## config.mk

```make
export PLATFORM = sky130hd
export DESIGN_NAME = ild_load_unit
export DESIGN_NICKNAME = d
export VERILOG_FILES = /design/src/ild_pkg.sv /design/src/ild_fmt_if.sv /design/src/ild_format.sv /design/src/ild_load_unit.sv
export SDC_FILE = /design/constraint.sdc
export NUM_CORES = 1
export LEC_CHECK = 0
export ABC_AREA = 1
export BUFFER_PORTS_ARGS = -buffer_cell sky130_fd_sc_hd__buf_2
export CELL_PAD_IN_SITES_DETAIL_PLACEMENT = 1
export CELL_PAD_IN_SITES_GLOBAL_PLACEMENT = 1
export CORE_MARGIN = 1
export CORE_UTILIZATION = 40
export CTS_CLUSTER_DIAMETER = 150
export DETAILED_ROUTE_END_ITERATION = 10
export HOLD_SLACK_MARGIN = 0.1
export PLACE_DENSITY = 0.85
export SETUP_SLACK_MARGIN = 0.1
export SLEW_MARGIN = 10
export SYNTH_ARGS = -nofsm -noshare
export SYNTH_HDL_FRONTEND = slang
export SYNTH_HIERARCHICAL = 1
export SYNTH_SLANG_ARGS = --single-unit
```

## constraint.sdc

```tcl
create_clock -name clk -period 3.55 [get_ports clk]
set_clock_uncertainty 0.15 [all_clocks]
set_input_delay 0.71 -clock clk [delete_from_list [all_inputs] [get_ports clk]]
set_output_delay 0.71 -clock clk [all_outputs]
set_load 0.05 [all_outputs]
```

## src/ild_pkg.sv

```systemverilog
// Shared constants, types and helpers for the integer load address and format block.
package ild_pkg;

  // ----------------------------------------------------------------------
  // Widths
  // ----------------------------------------------------------------------
  localparam int XLEN = 32;
  localparam int REG_FIELD_W = 5;
  localparam int DISP_W = 16;
  localparam int BYTE_W = 8;
  localparam int HALF_W = 16;
  localparam int OFFS_W = 2;

  // ----------------------------------------------------------------------
  // Constant values
  // ----------------------------------------------------------------------
  localparam logic [REG_FIELD_W-1:0] ZERO_FIELD = 5'h00;
  localparam logic [XLEN-1:0] ZERO_WORD = 32'h0000_0000;
  localparam logic [XLEN-1:0] WORD_STEP = 32'h0000_0004;
  localparam logic [XLEN-1:0] ALIGN_MASK = 32'hFFFF_FFFC;
  localparam logic [2:0] BYTES_IN_WORD = 3'h4;
  localparam logic [2:0] BYTES_BYTE = 3'h1;
  localparam logic [2:0] BYTES_HALF = 3'h2;

  // ----------------------------------------------------------------------
  // Encodings
  // ----------------------------------------------------------------------
  // Addressing mode as presented by instruction decode.
  typedef enum logic [1:0] {
    ILD_MODE_IMM = 2'h0,
    ILD_MODE_IDX = 2'h1,
    ILD_MODE_IND = 2'h2
  } ild_mode_t;

  // Operand size of the load.
  typedef enum logic [1:0] {
    ILD_SIZE_BYTE = 2'h0,
    ILD_SIZE_HALF = 2'h1,
    ILD_SIZE_WORD = 2'h2
  } ild_size_t;

  // Load sequencer states, one-hot.
  typedef enum logic [2:0] {
    ILD_ST_IDLE = 3'b001,
    ILD_ST_FIRST = 3'b010,
    ILD_ST_SECOND = 3'b100
  } ild_state_t;

  // Number of bytes that an operand of the given size occupies.
  function automatic logic [2:0] ild_size_bytes(input logic [1:0] size);
    logic [2:0] n;
    n = BYTES_IN_WORD;
    if (size == ILD_SIZE_BYTE) begin
      n = BYTES_BYTE;
    end else if (size == ILD_SIZE_HALF) begin
      n = BYTES_HALF;
    end
    return n;
  endfunction

endpackage

```

## src/ild_fmt_if.sv

```systemverilog
// Interface between the load sequencer and the load data formatter.
`timescale 1ns/1ps
interface ild_fmt_if;
  logic [ild_pkg::XLEN-1:0] word0;
  logic [ild_pkg::XLEN-1:0] word1;
  logic [ild_pkg::OFFS_W-1:0] offset;
  logic [1:0] size;
  logic signExt;
  logic [ild_pkg::XLEN-1:0] result;

  // The sequencer supplies memory words and operand shape.
  modport seq (output word0, output word1, output offset, output size, output signExt,
               input result);
  // The formatter returns the aligned, extended operand.
  modport fmt (input word0, input word1, input offset, input size, input signExt,
               output result);
endinterface

```

## src/ild_format.sv

```systemverilog
// Load data formatter: big-endian byte extraction with zero or sign extension.
`timescale 1ns/1ps
module ild_format (
  // Operands and result.
  ild_fmt_if.fmt bus
);

  logic [2*ild_pkg::XLEN-1:0] pair;
  logic [2*ild_pkg::XLEN-1:0] shifted;
  logic [ild_pkg::XLEN-1:0] top;

  // Join both words and move the addressed byte to the most significant lane.
  always_comb begin
    pair = {bus.word0, bus.word1};
    shifted = pair << {bus.offset, 3'h0};
    top = shifted[2*ild_pkg::XLEN-1:ild_pkg::XLEN];
  end

  // Place the operand in the low bits and fill the rest by the load type.
  always_comb begin
    if (bus.size == ild_pkg::ILD_SIZE_BYTE) begin
      if (bus.signExt) begin
        bus.result = {{(ild_pkg::XLEN-ild_pkg::BYTE_W){top[ild_pkg::XLEN-1]}},
                      top[ild_pkg::XLEN-1 -: ild_pkg::BYTE_W]};
      end else begin
        bus.result = {{(ild_pkg::XLEN-ild_pkg::BYTE_W){1'b0}},
                      top[ild_pkg::XLEN-1 -: ild_pkg::BYTE_W]};
      end
    end else if (bus.size == ild_pkg::ILD_SIZE_HALF) begin
      if (bus.signExt) begin
        bus.result = {{(ild_pkg::XLEN-ild_pkg::HALF_W){top[ild_pkg::XLEN-1]}},
                      top[ild_pkg::XLEN-1 -: ild_pkg::HALF_W]};
      end else begin
        bus.result = {{(ild_pkg::XLEN-ild_pkg::HALF_W){1'b0}},
                      top[ild_pkg::XLEN-1 -: ild_pkg::HALF_W]};
      end
    end else begin
      bus.result = top;
    end
  end

endmodule

```

## src/ild_load_unit.sv

```systemverilog
// Integer load unit: effective address, memory access and result formatting.
//
// Behaviour
// - Immediate mode: base plus sign-extended displacement.
// - Index mode: base plus index register.
// - Non-update base field zero uses zero.
// - Register-indirect mode only for string transfers.
// - Register-indirect with field zero gives zero.
// - Update forms write address to base register.
// - Four forms per load type supported.
// - Zero-extending narrow loads clear upper bits.
// - Sign-extending loads copy operand top bit.
// - Byte load zero-fills upper 24 bits.
// - Halfword load zero-fills upper 16 bits.
// - Algebraic halfword copies sign into upper half.
// - Word load moves whole 32-bit word.
// - Invalid update forms complete without exception.
// - Memory accesses may be reordered without sync.
// - Unaligned loads complete; those crossing a word use extra cycles.
`timescale 1ns/1ps
module ild_load_unit (
  // Clock and reset.
  input wire logic clk,
  input wire logic rst_n,
  // Load request from instruction decode.
  input wire logic reqValid,
  output logic reqReady,
  input wire logic [1:0] reqMode,
  input wire logic reqUpdate,
  input wire logic reqString,
  input wire logic [1:0] reqSize,
  input wire logic reqSignExt,
  input wire logic [ild_pkg::REG_FIELD_W-1:0] reqBaseField,
  input wire logic [ild_pkg::REG_FIELD_W-1:0] reqDestField,
  input wire logic [ild_pkg::XLEN-1:0] reqBaseValue,
  input wire logic [ild_pkg::XLEN-1:0] reqIndexValue,
  input wire logic [ild_pkg::DISP_W-1:0] reqDisp,
  output logic reqRejected,
  // Data memory port, word addressed.
  output logic memReqValid,
  output logic [ild_pkg::XLEN-1:0] memAddr,
  input wire logic memAck,
  input wire logic [ild_pkg::XLEN-1:0] memRdata,
  // Register file write-back.
  output logic wbValid,
  output logic [ild_pkg::REG_FIELD_W-1:0] wbDestField,
  output logic [ild_pkg::XLEN-1:0] wbDestData,
  output logic wbBaseValid,
  output logic [ild_pkg::REG_FIELD_W-1:0] wbBaseField,
  output logic [ild_pkg::XLEN-1:0] wbBaseData
);

  // ----------------------------------------------------------------------
  // State
  // ----------------------------------------------------------------------
  typedef struct packed {
    ild_pkg::ild_state_t state;
    logic reqReady;
    logic reqRejected;
    logic memReqValid;
    logic [ild_pkg::XLEN-1:0] memAddr;
    logic [ild_pkg::XLEN-1:0] ea;
    logic [ild_pkg::XLEN-1:0] word0;
    logic [1:0] size;
    logic signExt;
    logic update;
    logic wbValid;
    logic [ild_pkg::REG_FIELD_W-1:0] wbDestField;
    logic [ild_pkg::XLEN-1:0] wbDestData;
    logic wbBaseValid;
    logic [ild_pkg::REG_FIELD_W-1:0] wbBaseField;
    logic [ild_pkg::XLEN-1:0] wbBaseData;
  } ild_unit_state_t;

  localparam ild_unit_state_t RESET_STATE = '{
    state: ild_pkg::ILD_ST_IDLE,
    reqReady: 1'b1,
    reqRejected: 1'b0,
    memReqValid: 1'b0,
    memAddr: ild_pkg::ZERO_WORD,
    ea: ild_pkg::ZERO_WORD,
    word0: ild_pkg::ZERO_WORD,
    size: ild_pkg::ILD_SIZE_WORD,
    signExt: 1'b0,
    update: 1'b0,
    wbValid: 1'b0,
    wbDestField: ild_pkg::ZERO_FIELD,
    wbDestData: ild_pkg::ZERO_WORD,
    wbBaseValid: 1'b0,
    wbBaseField: ild_pkg::ZERO_FIELD,
    wbBaseData: ild_pkg::ZERO_WORD
  };

  ild_unit_state_t stateReg;
  ild_unit_state_t stateNext;

  logic accept;
  logic badMode;
  logic [ild_pkg::XLEN-1:0] baseOperand;
  logic [ild_pkg::XLEN-1:0] dispExt;
  logic [ild_pkg::XLEN-1:0] offsetOperand;
  logic [ild_pkg::XLEN-1:0] eaCalc;
  logic crossing;
  logic finish;

  ild_fmt_if fmtBus ();

  // ----------------------------------------------------------------------
  // Address generation
  // ----------------------------------------------------------------------
  // Select the base and offset operands and sum them.
  always_comb begin
    accept = reqValid && stateReg.reqReady;
    badMode = (reqMode == ild_pkg::ILD_MODE_IND && !reqString) ||
              (reqMode != ild_pkg::ILD_MODE_IMM && reqMode != ild_pkg::ILD_MODE_IDX &&
               reqMode != ild_pkg::ILD_MODE_IND);
    // Update forms always read the base; an invalid zero field is not trapped.
    if (reqUpdate && reqMode != ild_pkg::ILD_MODE_IND) begin
      baseOperand = reqBaseValue;
    end else if (reqBaseField == ild_pkg::ZERO_FIELD) begin
      baseOperand = ild_pkg::ZERO_WORD;
    end else begin
      baseOperand = reqBaseValue;
    end
    dispExt = {{(ild_pkg::XLEN-ild_pkg::DISP_W){reqDisp[ild_pkg::DISP_W-1]}}, reqDisp};
    if (reqMode == ild_pkg::ILD_MODE_IMM) begin
      offsetOperand = dispExt;
    end else if (reqMode == ild_pkg::ILD_MODE_IDX) begin
      offsetOperand = reqIndexValue;
    end else begin
      offsetOperand = ild_pkg::ZERO_WORD;
    end
    eaCalc = baseOperand + offsetOperand;
  end

  // An operand that spills past its first word needs a second access.
  always_comb begin
    crossing = ({1'b0, stateReg.ea[ild_pkg::OFFS_W-1:0]} + ild_pkg::ild_size_bytes(stateReg.size))
               > ild_pkg::BYTES_IN_WORD;
  end

  // ----------------------------------------------------------------------
  // Data formatting
  // ----------------------------------------------------------------------
  // Feed the formatter with the held first word once a second word is fetched.
  assign fmtBus.word0 = (stateReg.state == ild_pkg::ILD_ST_SECOND) ? stateReg.word0 : memRdata;
  assign fmtBus.word1 = memRdata;
  assign fmtBus.offset = stateReg.ea[ild_pkg::OFFS_W-1:0];
  assign fmtBus.size = stateReg.size;
  assign fmtBus.signExt = stateReg.signExt;

  ild_format uFormat (
    .bus(fmtBus.fmt)
  );

  // ----------------------------------------------------------------------
  // Sequencer
  // ----------------------------------------------------------------------
  // One load at a time, so memory order follows issue order here.
  always_comb begin
    stateNext = stateReg;
    stateNext.wbValid = 1'b0;
    stateNext.wbBaseValid = 1'b0;
    stateNext.reqRejected = 1'b0;
    finish = 1'b0;
    case (stateReg.state)
      ild_pkg::ILD_ST_IDLE: begin
        if (accept && badMode) begin
          stateNext.reqRejected = 1'b1;
        end else if (accept) begin
          stateNext.ea = eaCalc;
          stateNext.size = reqSize;
          stateNext.signExt = reqSignExt;
          stateNext.update = reqUpdate && reqMode != ild_pkg::ILD_MODE_IND;
          stateNext.wbDestField = reqDestField;
          stateNext.wbBaseField = reqBaseField;
          stateNext.reqReady = 1'b0;
          stateNext.memReqValid = 1'b1;
          stateNext.memAddr = eaCalc & ild_pkg::ALIGN_MASK;
          stateNext.state = ild_pkg::ILD_ST_FIRST;
        end
      end
      ild_pkg::ILD_ST_FIRST: begin
        if (memAck && crossing) begin
          stateNext.word0 = memRdata;
          stateNext.memAddr = stateReg.memAddr + ild_pkg::WORD_STEP;
          stateNext.state = ild_pkg::ILD_ST_SECOND;
        end else if (memAck) begin
          finish = 1'b1;
        end
      end
      ild_pkg::ILD_ST_SECOND: begin
        if (memAck) begin
          finish = 1'b1;
        end
      end
      default: begin
        stateNext = RESET_STATE;
      end
    endcase
    // Both register writes leave in the same cycle.
    if (finish) begin
      stateNext.memReqValid = 1'b0;
      stateNext.wbValid = 1'b1;
      stateNext.wbDestData = fmtBus.result;
      stateNext.wbBaseValid = stateReg.update;
      stateNext.wbBaseData = stateReg.ea;
      stateNext.reqReady = 1'b1;
      stateNext.state = ild_pkg::ILD_ST_IDLE;
    end
  end

  // Register the whole state.
  always_ff @(posedge clk or negedge rst_n) begin
    if (!rst_n) begin
      stateReg <= RESET_STATE;
    end else begin
      stateReg <= stateNext;
    end
  end

  // Outputs come straight from the state register.
  assign reqReady = stateReg.reqReady;
  assign reqRejected = stateReg.reqRejected;
  assign memReqValid = stateReg.memReqValid;
  assign memAddr = stateReg.memAddr;
  assign wbValid = stateReg.wbValid;
  assign wbDestField = stateReg.wbDestField;
  assign wbDestData = stateReg.wbDestData;
  assign wbBaseValid = stateReg.wbBaseValid;
  assign wbBaseField = stateReg.wbBaseField;
  assign wbBaseData = stateReg.wbBaseData;
endmodule

```

Yosys cells after proc, flatten, opt, wreduce, memory -nomap -nowiden --
Cells that the tools add are included.
Storage, ports and cells: input bits 133, output and inout port bits 111, bits in registers 182, word-level logic and storage cells 105
Operators by class: $lt $le $gt $ge 1, eq/ne operators 17, reduce and logical (&&, ||, !) cells 21, add/sub/neg operators 3, muxes and demuxes 43, shift-type cells 1, bitwise gates (word level) 3
Operator list (number):
- 2-to-1 mux 32 bit | 13
- 2-to-1 mux 65 bit | 2
- case mux 32 bit (2 select lines) | 2
- case mux 32 bit (3 select lines) | 1
- 2-to-1 mux 33 bit | 2
- left shift 64 x 5 -> 64 bit | 1
- adder 32 x 3 -> 32 bit, second input constant | 1
- adder 32 bit | 1
- 2-to-1 mux 4 bit | 5
- 2-to-1 mux 5 bit | 4
- case mux 5 bit (2 select lines) | 2
- != test 2 bit, second input constant | 5
- 2-to-1 mux 3 bit | 3
- != test 3 bit, second input constant | 3
- case mux 3 bit (3 select lines) | 1
- case mux 4 bit (2 select lines) | 1
- AND reduction 4 bit | 2
- logical AND 1 bit | 7
- != test 2 x 1 -> 1 bit, second input constant | 3
- case mux 3 bit (2 select lines) | 1
- AND reduction 3 bit | 2
- zero test 5 bit | 1
- 2-to-1 mux 1 bit | 5
- equality test 2 x 1 -> 1 bit, second input constant | 2
- other kinds (15) | 19

Depth between registers and ports, before layout --
word-level depth 10, mapped depth 21, gate-level depth less buffers 20

Cells and area by module --
The synthesis kept the hierarchy.
By module, submodules not included:
- ild_load_unit | area each 11996.5 sq um, sequential area each 4508.1 sq um, cells each 1783, times used 1
- ild_format | area each 1510.2 sq um, sequential area each 0.0 sq um, cells each 278, times used 1

Worst setup path before layout --
No wires, ideal clock.
path type input port to flip-flop, from input reqMode[0], to register stateReg, in the netlist memAddr[31], slack 0.338 ns, setup time 0.116 ns, path buffers 2, data required time 3.284 ns, data arrival time 2.946 ns, cell stages on the path 18, cells stage by stage buf_2 -> o21ai_0 -> nand3_1 -> inv_1 -> clkbuf_1 -> nor2_1 -> ha_1 -> or2_2 -> nand3_1 -> nand2_1 -> nand2_1 -> nand2_1 -> nand2_1 -> nand3_1 -> nand3_1 -> nand2_1 -> nand2_1 -> nand2_1
On the way: cells in the longest elaborated chain, start to end 7, elaborated cells between the ends (all ways) 21, classes of those cells 1 x add/sub; 5 x eq/ne; 6 x mux; 9 x reduce/logical
RTL lines:
- from (decl) | RTL line ild_load_unit.sv:28 | input wire logic [1:0] reqMode,
- equality test 2 x 1 -> 1 bit, or another cell as far along | RTL line ild_load_unit.sv:128 | end else if (reqMode == ild_pkg::ILD_MODE_IDX) begin
- 2-to-1 mux 32 bit, or another cell as far along | RTL line ild_load_unit.sv:128
- 2-to-1 mux 32 bit, or another cell as far along | RTL line ild_load_unit.sv:126 | if (reqMode == ild_pkg::ILD_MODE_IMM) begin
- adder 32 bit or logical OR 1 bit (tied branches) | RTL line ild_load_unit.sv:133, ild_load_unit.sv:114
- 2-to-1 mux 65 bit or logical AND 1 bit (tied branches) | RTL line ild_load_unit.sv:170, ild_load_unit.sv:168
- 2-to-1 mux 65 bit or != test 2 bit (tied branches)
- case mux 32 bit (3 select lines) or AND reduction 4 bit (tied branches)
- to (signal assigned) | RTL line ild_load_unit.sv:218 | stateReg <= stateNext;
- to (decl) | RTL line ild_load_unit.sv:94 | ild_unit_state_t stateReg;
Several ways; a longest one is shown, not always the timed one. The select of a mux whose other input is x is not followed. A chain may end at the register's enable or synchronous reset.

Worst setup path in the final report --
from input reqBaseField[1] (netlist bit), to register stateReg[121] (netlist bit)
On the way: cells in the longest elaborated chain, start to end 7
RTL lines:
- from (decl) | RTL line ild_load_unit.sv:33 | input wire logic [ild_pkg::REG_FIELD_W-1:0] reqBaseField,
- zero test 5 bit | RTL line ild_load_unit.sv:120 | end else if (reqBaseField == ild_pkg::ZERO_FIELD) begin
- 2-to-1 mux 32 bit | RTL line ild_load_unit.sv:120
- 2-to-1 mux 32 bit | RTL line ild_load_unit.sv:118 | if (reqUpdate && reqMode != ild_pkg::ILD_MODE_IND) begin
- adder 32 bit | RTL line ild_load_unit.sv:133 | eaCalc = baseOperand + offsetOperand;
- 2-to-1 mux 65 bit | RTL line ild_load_unit.sv:170 | end else if (accept) begin
- 2-to-1 mux 65 bit | RTL line ild_load_unit.sv:168 | if (accept && badMode) begin
- case mux 32 bit (2 select lines) | RTL line ild_load_unit.sv:166 | case (stateReg.state)
Every way passes these cells. The select of a mux whose other input is x is not followed.

==> flow_metrics.tcl <==
set metrics [dict create \
    status "complete, no violations" \
    antenna_found_initial 2 \
    synth_area_um2 13500 \
    clk_latency_ps 440 \
    num_rows 66 \
    synth.distinct_cells 48 \
    fillers 4496 \
    synthMuxAreaShare_pct 0 \
    r2r-end "stateReg[181]" \
    cts_tree "done" \
    synthXorXnorAreaFrac_pct 0.0648 \
    cpPeakStageDelay_ps 490 \
    synth_simple_gate_area_share_pct 37.4 \
    drive_gt1_share_pct 18.2 \
    clockBufferDepth 2 \
    synthArstFlopShare_pct 100 \
    slew_violations 0 \
    dp_hpwl_um 36000 \
    drc_errors 0 \
    wl_per_cell_um 17.5 \
    ys_seq_area_share_pct 33.4 \
    gp_congestion 0.907 \
    fp.coreArea_um2 32900 \
    crit_fanout 24 \
    nets 2375 \
    slew_headroom_pct 43.5 \
    period_share_pct 91.7 \
    rsz0062_at_grt "false" \
    reg2reg_slack_ps 380 \
    endpoint_kind "flop" \
    finalSetupViolCount 0 \
    synth-compound-area-share_pct 9.52 \
    start_util_pct 41.1 \
    required_ps 3690 \
    final_cell_mix "729 x nand2_1, 266 x nand3_1, 240 x buf_2, 222 x inv_1, 177 x dfrtp_1" \
    initialDrtViolationCount 905 \
    die_w_um 186 \
    final.setup.tns_ps 0 \
    ys.flop_type "dfrtp_1" \
    critPathKind "in2reg" \
    dr.pass1.iters 5 \
    reg2reg_from "fmtBus.size[1]" \
    p_leak_nw 8.58 \
    vias 13900 \
    hold_viol 0 \
    die_h_um 186 \
    grt_overflow 0 \
    clk_pin_slew_ps 90 \
    irDropWorstVdd_uv 485 \
    drv_cap 0 \
    port_buffers 241 \
    crit_start "reqBaseField[1]" \
    yosys_warnings 6 \
    r2r_cells 12 \
    final_core_util_pct 46.4 \
    synthToLayoutAreaGrowth_pct 13.0 \
    postLayoutCellArea_um2 15300 \
    synth-seq-cells 180 \
    dpl_cell_area_um2 14600 \
    avgSynthCellArea_um2 6.55 \
    synth_enable_flop_cells 0 \
    grt_max_degree 88 \
    finalNonFillerCells 2663 \
    crit_chain "buf_2 > nor3_1 > buf_4 > nand3_1 > inv_2 > buf_12 > nor2_1 > ha_1 > nand2_1 > inv_1 > nand3_1 > nand2_1 > nand2_1 > nand2_1 > o21ai_0 > buf_4 > o21ai_0" \
    setup_ws_ps 294 \
    wirelength_um 46500 \
    via_per_inst 5.24 \
    cts-root-buf "clkbuf_16" \
    slowest_stage "o21ai_0" \
    synth_cells 2061 \
    grt_pass1_wl_um 74500 \
    cts_max_level 4 \
    place_ws_ps -364 \
    tightest_slew_ps 848 \
    synthAdderAreaFrac_pct 3.35 \
    dp_cells 2630 \
    cpMostUsedCell "nand2_1" \
    max_clock_freq_ghz 0.307 \
    cp_data_arrival_time_ps 3400 \
    min_path_type "in2async" \
    grt_pass1_vias 14400 \
    mostFrequentLayoutCell "nand2_1" \
    numCtsBuffers 17 \
    start_kind "primary input" \
    postCtsSetupBuffers 0 \
    die_area_um2 34500 \
    clock_sinks 180 \
    detail-route-antenna-nets 0 \
    finalCriticalPeriod_ps 3260 \
    synth_top_family_by_area "simple AND/OR/NAND/NOR gates" \
    grt_usage_pct 27.6 \
    p_per_area_nw_per_um2 861 \
    ios 244 \
]
-- flip-flops by register name, indices dropped and copies added (netlist names) --
signal	flops
wbValid	1
memAddr	30
wbDestField	5
fmtBus.offset	2
reqRejected	1
wbBaseData	32
wbBaseField	5
wbBaseValid	1
wbDestData	32
reqReady	1
stateReg	66
memReqValid	1
fmtBus.signExt	1
fmtBus.size	2
-- critical path, delay by kind of cell --
kind                     cells  cell delay, ps
AND/OR/NAND/NOR              8             900
buffers and inverters        6             830
AO/OA/AOI/OAI                2             570
adder cells (fa/ha/maj)      1             360
-- worst max-delay path by stage --
stage	to	slack, ps	cells past startpoint
2_1_floorplan	memAddr[31]	340	18
3_3_place_gp	stateReg[141]	-210	18
3_5_place_dp	stateReg[118]	-360	18
4_1_cts	stateReg[141]	130	18
5_1_grt	stateReg[141]	130	19
6_report	stateReg[121]	290	17
-- layout make-up --
class                      instances  area, um2  area share [%]
sequential                       180       4510            29.5
tap                              442        553            3.62
clock inverter                    15        203            1.33
antenna                            1       2.50          0.0164
inverter                         230        863            5.66
multi-input combinational       1457       6830            44.7
clock buffer                      17        425            2.79
timing repair buffer             321       1880            12.3
-- layer usage --
metal | global-route usage, % | share of wire (%) | vias up
li1 | - | - | 6726
met1 | 36.1 | 45 | 6727
met2 | 46.2 | 47 | 410
met3 | 3.82 | 5.3 | 80
met4 | 9.87 | 2.8 | 2
met5 | 0 | 0.028 | -
-- metrics by stage --
step	total power [mW]	hold WS, ps
floorplan	9.48	264
global placement	10.8	298
detailed placement	11.1	305
CTS	13.1	145
global route	14.0	154
finish	13.1	118
-- synth_stat cells (all sizes together) (3+ instances only) --
library cell,number,share of area [%]
a31oi,7,0.32
a22oi,9,0.50
o21ai,146,5.4
buf,152,8.5
clkbuf,43,1.4
ha,33,3.1
and2,4,0.19
nor3,24,1.0
inv,230,6.4
nor2,111,3.2
dfstp,3,0.58
a21oi,54,2.0
nand3b,6,0.33
nand4,7,0.55
o21bai,5,0.28
a21boi,9,0.50
a21o,4,0.22
or2,6,0.28
dfrtp,177,33
nand3,279,11
nand2,740,21
-- logic make-up after synthesis --
family | count (synthesis)
AO/OA/AOI/OAI | 239
XOR/XNOR | 1
adder cells (fa/ha/maj) | 35
buffers and inverters | 425
flip-flops | 180
other | 1
AND/OR/NAND/NOR | 1180
-- report_power, final --
part	internal, mW	switching (mW)
combinational	1.96	5.69
clock	1.03	0.981
sequential	2.83	0.640
total	5.82	7.31
-- timing repair --
item,CTS,global route
gates resized for setup,1,4
hold buffers,0,0
endpoints found under the setup margin,1,46
pin swaps,0,0
Power figures use the tool's default switching activity.
